File: src/twowire_slave_pkg.sv
// shared constants and state type for the two-wire register slave
// assumes sys_clk is much faster than scl, so every scl edge is seen
package twowire_slave_pkg;

  // ---------------------------------------------------------------
  // address byte and memory map
  // ---------------------------------------------------------------
  localparam logic [2:0] ADDR_FIXED    = 3'b011;  // top three id bits
  localparam logic [3:0] SLAVE_ID_RST  = 4'h6;    // low id bits 0110
  localparam logic [7:0] SLAVE_ID_LOC  = 8'h7D;   // id config byte
  localparam logic [7:0] WR_TOP        = 8'h4F;   // last auto-inc write
  localparam logic [7:0] FUNCTION_COMMAND_BYTE_LOC      = 8'hFE;   // function command
  localparam logic [7:0] READ_PAST     = 8'hFF;   // data past the top
  localparam logic [8:0] PTR_END       = 9'h100;  // one past last byte
  localparam logic [3:0] BITS_PER_BYTE = 4'h8;
  localparam logic [3:0] LAST_BIT      = 4'h7;

  // ---------------------------------------------------------------
  // transfer states
  // ---------------------------------------------------------------
  typedef enum logic [2:0] {
    ST_IDLE     = 3'b000,
    ST_ADDR     = 3'b001,
    ST_ACK_ADDR = 3'b010,
    ST_RX       = 3'b011,
    ST_ACK_RX   = 3'b100,
    ST_TX       = 3'b101,
    ST_ACK_TX   = 3'b110
  } slv_state_e;

endpackage

File: src/shadow_ram.sv
// shadow ram holding the register space seen over the two-wire port
// assumes one writer; read data is registered, one cycle after address
module shadow_ram #(
  parameter int AW = 8,  // address width
  parameter int DW = 8   // data width
) (
  input  wire logic          sys_clk_i,  // system clock
  input  wire logic          rst_n_i,    // sync reset, active low
  input  wire logic          we_i,       // write strobe
  input  wire logic [AW-1:0] waddr_i,    // write address
  input  wire logic [DW-1:0] wdata_i,    // write data
  input  wire logic [AW-1:0] raddr_i,    // read address
  output logic      [DW-1:0] rdata_o     // registered read data
);

  logic [DW-1:0] mem [0:(1<<AW)-1];

  // ---------------------------------------------------------------
  // storage; array is not reset, contents are undefined at power-up
  // ---------------------------------------------------------------
  always_ff @(posedge sys_clk_i) begin
    if (we_i) begin
      mem[waddr_i] <= wdata_i;
    end
  end

  // read port register
  always_ff @(posedge sys_clk_i) begin
    if (!rst_n_i) begin
      rdata_o <= '0;
    end else begin
      rdata_o <= mem[raddr_i];
    end
  end

endmodule

File: src/twowire_register_access_slave.sv
// slave-only two-wire port giving a master access to the shadow ram
// assumes scl and sda come from pins; both pass two sync flops first
// Function
// - address byte is 011, four programmable id bits, then direction bit.
// - low id bits come from upper nibble of byte 7Dh, reset 0110.
// - direction 0 means master writes, direction 1 means device returns.
// - when idle, wait for start plus matching address, then acknowledge.
// - write is address, pointer byte, data bytes; each byte acknowledged.
// - first data byte lands at pointer; pointer steps after each lsb.
// - auto-increment writes beyond 4Fh are dropped.
// - writes to read-only or reserved locations change nothing.
// - auto-increment onto FEh is ignored; only a direct write counts.
// - short bytes and unacknowledged bytes never reach memory; the code stores each whole byte at its lsb, before the ack.
// - writes touch only the volatile shadow copy, never nonvolatile.
// - read is pointer write, repeated start, address with direction 1.
// - device drives sda from address ack, releases for master acks.
// - read starts with msb at pointer; pointer steps after each lsb.
// - reads beyond FFh return FFh.
// - reserved locations may read as anything.
// - master nack ends a read; device releases sda after that clock.
module twowire_register_access_slave
  import twowire_slave_pkg::*;
#(
  parameter logic [255:0] RO_MAP = '0  // one bit per read-only location
) (
  input  wire logic       sys_clk_i,    // system clock, 10 MHz
  input  wire logic       rst_n_i,      // sync reset, active low
  input  wire logic       scl_i,        // serial clock pin
  input  wire logic       sda_i,        // serial data pin level
  output logic            sda_o,        // serial data drive value
  output logic            sda_oe_o,     // high while pulling sda low
  output logic [3:0]      slave_id_o,   // programmable id bits
  output logic            wr_stb_o,     // one pulse per stored byte
  output logic [7:0]      wr_addr_o,    // location of stored byte
  output logic [7:0]      wr_data_o,    // value of stored byte
  output logic            function_command_byte_stb_o,   // function command written
  output logic [7:0]      function_command_byte_data_o,  // function command value
  output logic            busy_o        // transfer addressed to us
);

  // ---------------------------------------------------------------
  // pin synchronisers and edge finders
  // ---------------------------------------------------------------
  logic       scl_m, scl_s, scl_q;
  logic       sda_m, sda_s, sda_q;
  logic       scl_rise, scl_fall, bus_start, bus_stop;

  // first flop only feeds the second; edges come from the second on
  always_ff @(posedge sys_clk_i) begin
    if (!rst_n_i) begin
      {scl_q, scl_s, scl_m} <= '1;  // idle high, no false edge
      {sda_q, sda_s, sda_m} <= '1;
    end else begin
      {scl_q, scl_s, scl_m} <= {scl_s, scl_m, scl_i};
      {sda_q, sda_s, sda_m} <= {sda_s, sda_m, sda_i};
    end
  end

  assign scl_rise  = scl_s && !scl_q;
  assign scl_fall  = !scl_s && scl_q;
  assign bus_start = scl_s && scl_q && sda_q && !sda_s;
  assign bus_stop  = scl_s && scl_q && !sda_q && sda_s;

  // ---------------------------------------------------------------
  // transfer state
  // ---------------------------------------------------------------
  slv_state_e state, next_state;
  logic [3:0] cnt, next_cnt;
  logic [7:0] sh, next_sh;
  logic [7:0] tx, next_tx;
  logic [8:0] ptr, next_ptr;
  logic       have_ptr, next_have_ptr;
  logic       first, next_first;
  logic       ovf, next_ovf;
  logic       mack, next_mack;
  logic       drive, next_drive;
  logic [3:0] slave_id, next_slave_id;
  logic       next_wr_stb, next_function_command_byte_stb;
  logic [7:0] next_wr_addr, next_wr_data, next_function_command_byte_data;
  logic       mem_we, wr_ok, match;
  logic [7:0] rx_byte, mem_rdata, rd_byte;

  assign rx_byte = {sh[6:0], sda_s};
  assign match   = (sh[7:1] == {ADDR_FIXED, slave_id});

  // past the top the bus reads all ones; id byte reads the live id
  assign rd_byte = ptr[8] ? READ_PAST
                 : (ptr[7:0] == SLAVE_ID_LOC) ? {slave_id, 4'h0}
                 : mem_rdata;

  // a data byte may land only inside the writable window
  assign wr_ok = !ovf && !ptr[8]
              && (first || ptr[7:0] <= WR_TOP)
              && !RO_MAP[ptr[7:0]]
              && !(ptr[7:0] == FUNCTION_COMMAND_BYTE_LOC && !first);

  // next-state logic for the whole byte engine
  always_comb begin
    next_state     = state;
    next_cnt       = cnt;
    next_sh        = sh;
    next_tx        = tx;
    next_ptr       = ptr;
    next_have_ptr  = have_ptr;
    next_first     = first;
    next_ovf       = ovf;
    next_mack      = mack;
    next_drive     = drive;
    next_slave_id  = slave_id;
    next_wr_stb    = 1'b0;
    next_wr_addr   = wr_addr_o;
    next_wr_data   = wr_data_o;
    next_function_command_byte_stb  = 1'b0;
    next_function_command_byte_data = function_command_byte_data_o;
    mem_we         = 1'b0;
    if (bus_stop) begin
      // partial byte is simply forgotten
      next_state = ST_IDLE;
      next_drive = 1'b0;
    end else if (bus_start) begin
      // repeated start keeps the pointer for the read portion
      next_state = ST_ADDR;
      next_cnt   = '0;
      next_drive = 1'b0;
    end else begin
      case (state)
        ST_IDLE: begin
          next_drive = 1'b0;
        end
        ST_ADDR: begin
          if (scl_rise) begin
            next_sh  = rx_byte;
            next_cnt = cnt + 4'h1;
          end else if (scl_fall && cnt == BITS_PER_BYTE) begin
            if (match) begin
              next_state = ST_ACK_ADDR;
              next_drive = 1'b1;
            end else begin
              next_state = ST_IDLE;
            end
          end
        end
        ST_ACK_ADDR: begin
          if (scl_fall) begin
            next_cnt = '0;
            if (sh[0]) begin
              // device keeps sda from here on, msb first
              next_state = ST_TX;
              next_tx    = rd_byte;
              next_drive = !rd_byte[7];
            end else begin
              next_state    = ST_RX;
              next_drive    = 1'b0;
              next_have_ptr = 1'b0;
            end
          end
        end
        ST_RX: begin
          if (scl_rise) begin
            next_sh  = rx_byte;
            next_cnt = cnt + 4'h1;
            if (cnt == LAST_BIT) begin
              if (!have_ptr) begin
                next_ptr      = {1'b0, rx_byte};
                next_have_ptr = 1'b1;
                next_first    = 1'b1;
                next_ovf      = 1'b0;
              end else begin
                // only whole bytes get here; shadow copy only
                mem_we       = wr_ok;
                next_wr_stb  = wr_ok;
                next_wr_addr = ptr[7:0];
                next_wr_data = rx_byte;
                if (wr_ok && ptr[7:0] == SLAVE_ID_LOC) begin
                  next_slave_id = rx_byte[7:4];
                end
                if (wr_ok && ptr[7:0] == FUNCTION_COMMAND_BYTE_LOC) begin
                  next_function_command_byte_stb  = 1'b1;
                  next_function_command_byte_data = rx_byte;
                end
                if (ptr[7:0] >= WR_TOP) begin
                  next_ovf = 1'b1;
                end
                next_first = 1'b0;
                next_ptr   = (ptr < PTR_END) ? ptr + 9'h001 : ptr;
              end
            end
          end else if (scl_fall && cnt == BITS_PER_BYTE) begin
            next_state = ST_ACK_RX;
            next_drive = 1'b1;
          end
        end
        ST_ACK_RX: begin
          if (scl_fall) begin
            next_state = ST_RX;
            next_cnt   = '0;
            next_drive = 1'b0;
          end
        end
        ST_TX: begin
          if (scl_rise) begin
            next_cnt = cnt + 4'h1;
          end else if (scl_fall) begin
            if (cnt == BITS_PER_BYTE) begin
              // hand sda to the master for its acknowledge
              next_state = ST_ACK_TX;
              next_drive = 1'b0;
              next_ptr   = (ptr < PTR_END) ? ptr + 9'h001 : ptr;
            end else begin
              next_tx    = {tx[6:0], 1'b0};
              next_drive = !tx[6];
            end
          end
        end
        ST_ACK_TX: begin
          if (scl_rise) begin
            next_mack = !sda_s;
          end else if (scl_fall) begin
            next_cnt = '0;
            if (mack) begin
              next_state = ST_TX;
              next_tx    = rd_byte;
              next_drive = !rd_byte[7];
            end else begin
              // nack: sda stays with the master
              next_state = ST_IDLE;
              next_drive = 1'b0;
            end
          end
        end
        default: begin
          next_state = ST_IDLE;
          next_drive = 1'b0;
        end
      endcase
    end
  end

  // registers of the byte engine
  always_ff @(posedge sys_clk_i) begin
    if (!rst_n_i) begin
      state       <= ST_IDLE;
      cnt         <= '0;
      sh          <= '0;
      tx          <= '0;
      ptr         <= '0;
      have_ptr    <= 1'b0;
      first       <= 1'b0;
      ovf         <= 1'b0;
      mack        <= 1'b0;
      drive       <= 1'b0;
      slave_id    <= SLAVE_ID_RST;
      wr_stb_o    <= 1'b0;
      wr_addr_o   <= '0;
      wr_data_o   <= '0;
      function_command_byte_stb_o  <= 1'b0;
      function_command_byte_data_o <= '0;
    end else begin
      state       <= next_state;
      cnt         <= next_cnt;
      sh          <= next_sh;
      tx          <= next_tx;
      ptr         <= next_ptr;
      have_ptr    <= next_have_ptr;
      first       <= next_first;
      ovf         <= next_ovf;
      mack        <= next_mack;
      drive       <= next_drive;
      slave_id    <= next_slave_id;
      wr_stb_o    <= next_wr_stb;
      wr_addr_o   <= next_wr_addr;
      wr_data_o   <= next_wr_data;
      function_command_byte_stb_o  <= next_function_command_byte_stb;
      function_command_byte_data_o <= next_function_command_byte_data;
    end
  end

  // open drain: only ever pull low
  assign sda_o      = 1'b0;
  assign sda_oe_o   = drive;
  assign slave_id_o = slave_id;
  assign busy_o     = (state != ST_IDLE) && (state != ST_ADDR);

  // ---------------------------------------------------------------
  // shadow memory
  // ---------------------------------------------------------------
  shadow_ram #(
    .AW (8),
    .DW (8)
  ) u_ram (
    .sys_clk_i (sys_clk_i),
    .rst_n_i   (rst_n_i),
    .we_i      (mem_we),
    .waddr_i   (ptr[7:0]),
    .wdata_i   (rx_byte),
    .raddr_i   (ptr[7:0]),
    .rdata_o   (mem_rdata)
  );
endmodule

File: config.mk
export PLATFORM = sky130hd
export DESIGN_NAME = twowire_register_access_slave
export DESIGN_NICKNAME = d
export VERILOG_FILES = /design/src/twowire_slave_pkg.sv /design/src/shadow_ram.sv /design/src/twowire_register_access_slave.sv
export SDC_FILE = /design/constraint.sdc
export NUM_CORES = 2
export LEC_CHECK = 0
export ABC_AREA = 0
export BUFFER_PORTS_ARGS = -buffer_cell sky130_fd_sc_hd__buf_2
export CAP_MARGIN = 20
export CORE_UTILIZATION = 60
export DETAILED_ROUTE_END_ITERATION = 12
export GPL_TIMING_DRIVEN = 0
export PLACE_DENSITY = 0.76
export SYNTH_ARGS = -nofsm -noshare
export SYNTH_HDL_FRONTEND = slang
export SYNTH_HIERARCHICAL = 1
export SYNTH_SLANG_ARGS = --single-unit
File: constraint.sdc
create_clock -name sys_clk_i -period 8.6 [get_ports sys_clk_i]
set_input_delay 2.15 -clock sys_clk_i [delete_from_list [all_inputs] [get_ports sys_clk_i]]
set_output_delay 2.15 -clock sys_clk_i [all_outputs]
set_load 0.03 [all_outputs]
# Word-level counts from Yosys, hierarchy flattened
# Memory sizes are Yosys's and may differ from the RTL's. A register that Yosys moved wholly into a read port is not among the register bits.
# Index checks and enable logic that the tools add are counted.
classes:
  n_addsub: 2
  n_eq_ne: 44
  n_mux: 75
  bitwise_logic: 8
  reduce_logical: 55
  order_cmp: 4
op_table:
  columns: ["operator", "n"]
  rows:
  - ["$mux 9", 7]
  - ["$mux 7", 8]
  - ["$mux 3", 13]
  - ["$ne 2x2->1 const B", 19]
  - ["$ne 3x3->1 const B", 11]
  - ["$mux 1", 32]
  - ["$mux 8", 4]
  - ["$reduce_and 12->1", 2]
  - ["$reduce_and 11->1", 2]
  - ["$pmux 3 s7", 1]
  - ["$pmux 7 s3", 1]
  - ["$reduce_and 7->1", 3]
  - ["$pmux 9 s2", 1]
  - ["$logic_and 1x1->1", 16]
  - ["$mux 4", 4]
  - ["$logic_not 1->1", 12]
  - ["$pmux 4 s3", 1]
  - ["$reduce_and 4->1", 3]
  - ["$reduce_and 6->1", 2]
  - ["$add 9x1->9 const B", 1]
  - ["$eq 3x3->1 const B", 3]
  - ["$lt 8x9->1 const B", 1]
  - ["$lt 9x9->1 const B", 1]
  - ["$eq 8x7->1 const B", 1]
  - ["25 further kinds", 39]
word_totals:
  ramBits: 2048
  word_cells: 213
  output_inout_bits: 33
  mem_count: 2
  inputBits: 4
  regBits: 72
  romBits: 256
memory_table:
  columns: ["name", "depth", "word_bits", "read_ports", "rd_ports_with_merged_regs", "write_ports", "line_no", "source"]
  rows:
  - ["u_ram.mem", 256, 8, 1, 1, 1, "shadow_ram.sv:16", "logic [DW-1:0] mem [0:(1<<AW)-1];"]
  - ["(no name shown)", 256, 1, 1, 1, 0, "twowire_register_access_slave.sv:94", "&& !RO_MAP[ptr[7:0]]"]

# Depth between registers and ports, before layout
depth:
  depth_word: 13
  mapped_depth: 12
  depth_no_buf: 7

# Hierarchy
# Netlist, hierarchy kept.
by_module_without_submodules:
  columns: ["module", "cells_each", "instances", "area_per_inst_um2"]
  rows:
  - ["shadow_ram", 4025, 1, 80352.1]
  - ["twowire_register_access_slave", 452, 1, 3781.1]

# Least setup slack after synthesis
# No wires, ideal clock.
synth_path:
  path_type: "reg-to-reg"
  from: "reg sda_s"
  to: "reg cnt[2]"
  stages_incl_launch_ff: 6
  required_ps: 8479
  setup_ps: 121
  synth_period_minus_slack_ps: 5016
  path_slack_ps: 3584
  n_path_buf: 1
  arrival_time_ps: 4896
  cell_sequence: "dfxtp_1 -> buf_2 -> nand4b_1 -> a21bo_2 -> o21ai_0 -> mux2_2"
synth_between:
  elab_chain_len: 4
  word_cells_on_any_way: 9
  classes_between: "eq/ne (2); mux (1); bitwise (1); reduce/logical (5)"
synth_lines:
  columns: ["element", "line_no", "source"]
  rows:
  - ["start: declaration", "twowire_register_access_slave.sv:45", "logic sda_m, sda_s, sda_q;"]
  - ["start signal: assignment", "twowire_register_access_slave.sv:55", "{sda_q, sda_s, sda_m} <= {sda_s, sda_m, sda_i};"]
  - ["$logic_not 1->1", "twowire_register_access_slave.sv:61", "assign bus_start = scl_s && scl_q && sda_q && !sda_s;"]
  - ["$logic_and 1x1->1", "twowire_register_access_slave.sv:61", null]
  - ["$ne 3x1->1 (no line), or another cell as far along", null, null]
  - ["$reduce_and 4->1 (no line)", null, null]
  - ["end signal: assignment", "twowire_register_access_slave.sv:260", "cnt <= next_cnt;"]
  - ["end: declaration", "twowire_register_access_slave.sv:68", "logic [3:0] cnt, next_cnt;"]
# Several ways; a longest one is shown, not always the timed one.
# A chain may end at the register's enable or synchronous reset.

==> summary.md <==
| Metric | Value |
|---|---|
| Area of the die | `0.142 mm²` |
| Area occupied by multi-input gates | `0.0191 mm²` |
| Ports | `37` |
| Max-slew violations | `0` |
| Final min period | `6.57 ns` |
| R2r endpoint | `u_ram/rdata_o[6]` |
| Vias | `52100` |
| Switching Fraction | `0.215` |
| Status | `finished clean` |
| Critical setup path kind | `reg2reg` |
| RD Place Congestion | `1.14` |
| Storage cell area | `0.0631 mm²` |
| Nets | `4820` |
| Placed Cells | `6471` |
| Post-synthesis cell count | `4477` |
| Detail Route Antenna Nets | `0` |
| Synth async-reset ratio | `0` |
| H-Tree Depth | `4` |
| Aggregate global routing overflow | `0` |
| Total CTS buffers | `204` |
| Port Buffers | `35` |
| Flop2flop setup slack | `2.03 ns` |
| Layout cells sized above 1 | `0.195` |
| Synth Area per Inst | `18.8 µm²` |
| Slowest library cell on the worst path | `o21ai_0` |
| Synth Flop Type | `edfxtp_1` |
| CTS tree | `yes` |
| Residual DRC count | `0` |
| CTS max path bufs | `3` |
| Synth top area cells | `edfxtp_1 (73%), mux4_2 (9.0%), mux2i_1 (3.9%), dfxtp_1 (1.9%), nor2_1 (1.4%)` |
| Die height | `376 µm` |
| Sw Pwr | `4.45 mW` |
| Clock sink count | `2128` |
| Synth Cell Area | `0.0841 mm²` |
| FP Rows | `137` |
| Clock share of power | `0.427` |
| Worst-path maximum fanout | `14` |
| Met1 usage | `0.590` |
| Net Count, Synth | `4486` |
| Required @ worst endpoint | `9.26 ns` |
| Core area | `0.139 mm²` |
| Setup violators final | `0` |
| Met2 usage | `0.639` |
| Hold EP | `sda_s` |
| WL per Instance | `48.0 µm` |
| Iteration-0 DRC Markers | `9978` |
| RSZ-0062 raised after global routing | `no` |
| Final Non-Filler Cells | `6876` |
| Worst Tran Pin Value | `1.37 ns` |
| Seq cells post-synth | `2128` |
| Dpl hpwl | `228000 µm` |
| Crit path launch type | `register` |
| Pre-antenna DRT Iters | `6` |
| Hold Path Cell Cnt | `1` |
| Area share of the largest cell type after synthesis | `0.731` |
| Vias/cell | `7.58` |
| Logic pwr share | `0.031` |
| Number of max-cap violations | `0` |
| Slew headroom | `0.0594` |
| Fmax achieved | `152 MHz` |
| CP delay by family, top | `buffers and inverters` |
| Leak | `29.3 nW` |
| Synth top cells by count | `edfxtp_1 (2048), mux4_2 (337), mux2i_1 (324), nor2_1 (323), nand2_1 (207)` |
| R2R cell count | `8` |
| Worst hold start | `sda_m` |
| Flop pwr share | `0.542` |
| Clock latency on the worst-skew pair | `0.86 ns` |
| PwrDens | `218 mW/mm²` |
| EDFF count, synth | `2048` |
| Largest stage delay, worst path | `1.12 ns` |
| Final Skew | `0.0329 ns` |
| Busiest metal layer after global routing | `met2` |
| Area Growth Syn to Fin | `12.9%` |
| Clock transition at the registers of the reported paths | `0.06 ns` |
| Total track usage | `0.469` |
| Vias in the first global route | `47100` |
| DIE WIDTH | `376 µm` |
| Dpl ws | `2.69 ns` |
| CP Capture Type | `register` |
| Crit path cell chain | `buf_2 > inv_2 > clkbuf_1 > clkbuf_2 > mux2i_1 > o21ai_0 > nand4_1 > o21bai_1` |
| YS warnings | `6` |
| VDD IR max | `0.210 mV` |
| FILL cells | `8859` |
| WP data arrival | `7.23 ns` |
| Pin count of the biggest net entering global routing | `93` |
| CTS resizes | `0` |
| Post-synth cell types | `91` |
| Antenna violations before repair | `34` |
| CTS Hold Bufs | `0` |
| Area leader, netlist | `edfxtp_1` |
| Post-synthesis sequential area ratio | `0.750` |
| Initial core utilization | `0.604` |
| WL final | `330000 µm` |
| Count leader, synth | `edfxtp_1` |
| Reg2Reg Launch Point | `ptr[4]` |
| GRT met3 Usage | `0.221` |
| Buf/Inv on CP | `4` |
| Final Cycle Share | `0.764` |
| First-pass GRT wire length | `427000 µm` |
| Hold crit path type | `reg2reg` |
| Root buffer cell | `clkbuf_16` |
| Setup ws final | `2.03 ns` |
| Final hold vios | `0` |
| Pint | `16.2 mW` |
| Post CTS Setup Buffer Count | `0` |
-- cells in the final DEF (no fill, tap or decap), types with 67 or more instances in the layout --
cell | Yosys | routed
mux4_2 | 337 | 337
nor2_1 | 323 | 323
nand3_1 | 67 | 67
edfxtp_1 | 2048 | 2048
o221ai_1 | 81 | 81
dfxtp_1 | 80 | 72
a21oi_1 | 114 | 114
buf_2 | 64 | 103
nand2_1 | 207 | 207
o22ai_1 | 107 | 107
clkbuf_1 | 113 | 147
clkbuf_16 | 0 | 205
mux2i_1 | 324 | 324
-- power groups by stage --
stage	clock, mW	sequential, mW	combinational, mW
3_3_place_gp	0	11.5	0.520
5_1_grt	9.23	11.2	0.595
2_1_floorplan	0	11.4	0.210
4_1_cts	8.84	11.2	0.568
6_report	8.85	11.2	0.633
3_5_place_dp	0	11.4	0.565
-- stage by stage --
| step | TNS (ns) | utilization | power, mW | cell area [µm²] | hold WS [ns] |
|---|---|---|---|---|---|
| 2_1_floorplan | 0 | - | 11.7 | 84100 | 0.386 |
| 6_report | 0 | 0.681 | 20.7 | 94900 | 0.413 |
| 5_1_grt | 0 | 0.681 | 21.0 | 94900 | 0.435 |
| 3_3_place_gp | -49.44 | 0.622 | 12.0 | 86700 | 0.394 |
| 3_5_place_dp | 0 | 0.633 | 12.0 | 88300 | 0.403 |
| 4_1_cts | 0 | 0.680 | 20.6 | 94800 | 0.419 |
-- cells by family (layout without fill, tap and decap cells) --
family                   count (synthesis)  after routing  synth area share
AO/OA/AOI/OAI                          548            548            0.0453
other                                    1             22         0.0000446
XOR/XNOR                                 5              5          0.000520
buffers and inverters                  304            806            0.0231
flip-flops                            2128           2128             0.750
multiplexers                           691            691             0.137
adder cells (fa/ha/maj)                  5              5          0.000744
AND/OR/NAND/NOR                        795            795            0.0432
-- worst max path at each step --
stage / endpoint / from / cells past startpoint / slack (ns)
after detailed placement: u_ram/rdata_o[6] / rst_n_i / 8 / 2.69
after CTS: u_ram/mem[225][7] / ptr[4] / 10 / 2.89
after floorplan: cnt[2] / sda_s / 5 / 3.58
after global placement: cnt[2] / sda_s / 5 / -0.47
after global routing: u_ram/mem[225][3] / ptr[4] / 10 / 2.48
final: u_ram/rdata_o[6] / ptr[4] / 8 / 2.03
-- state kept, by name, indices dropped and copies added, names as in the netlist, 3 cells and up --
register                      flops
u_ram/mem                      2048
ptr                               9
function_command_byte_data_o      8
sh                                8
u_ram/rdata_o                     8
wr_addr_o                         8
wr_data_o                         8
tx                                7
cnt                               4
slave_id_o                        4
state                             3
-- metal layers --
metal,wire [µm],vias up
met5,230,-
met3,58900,1230
met2,134000,5451
li1,-,19000
met1,106000,26400
met4,30800,26
-- area by class of cell --
class,instances,area share
repair buffers,128,0.0191
clock buffers,258,0.0565
well taps,1876,0.0247
plain buffers,287,0.0201
flip-flops and latches,2128,0.665
inverters,17,0.000672
clock inverters,116,0.0122
multi-input cells,2045,0.201
diodes,21,0.000553
Power figures use the tool's default switching activity.
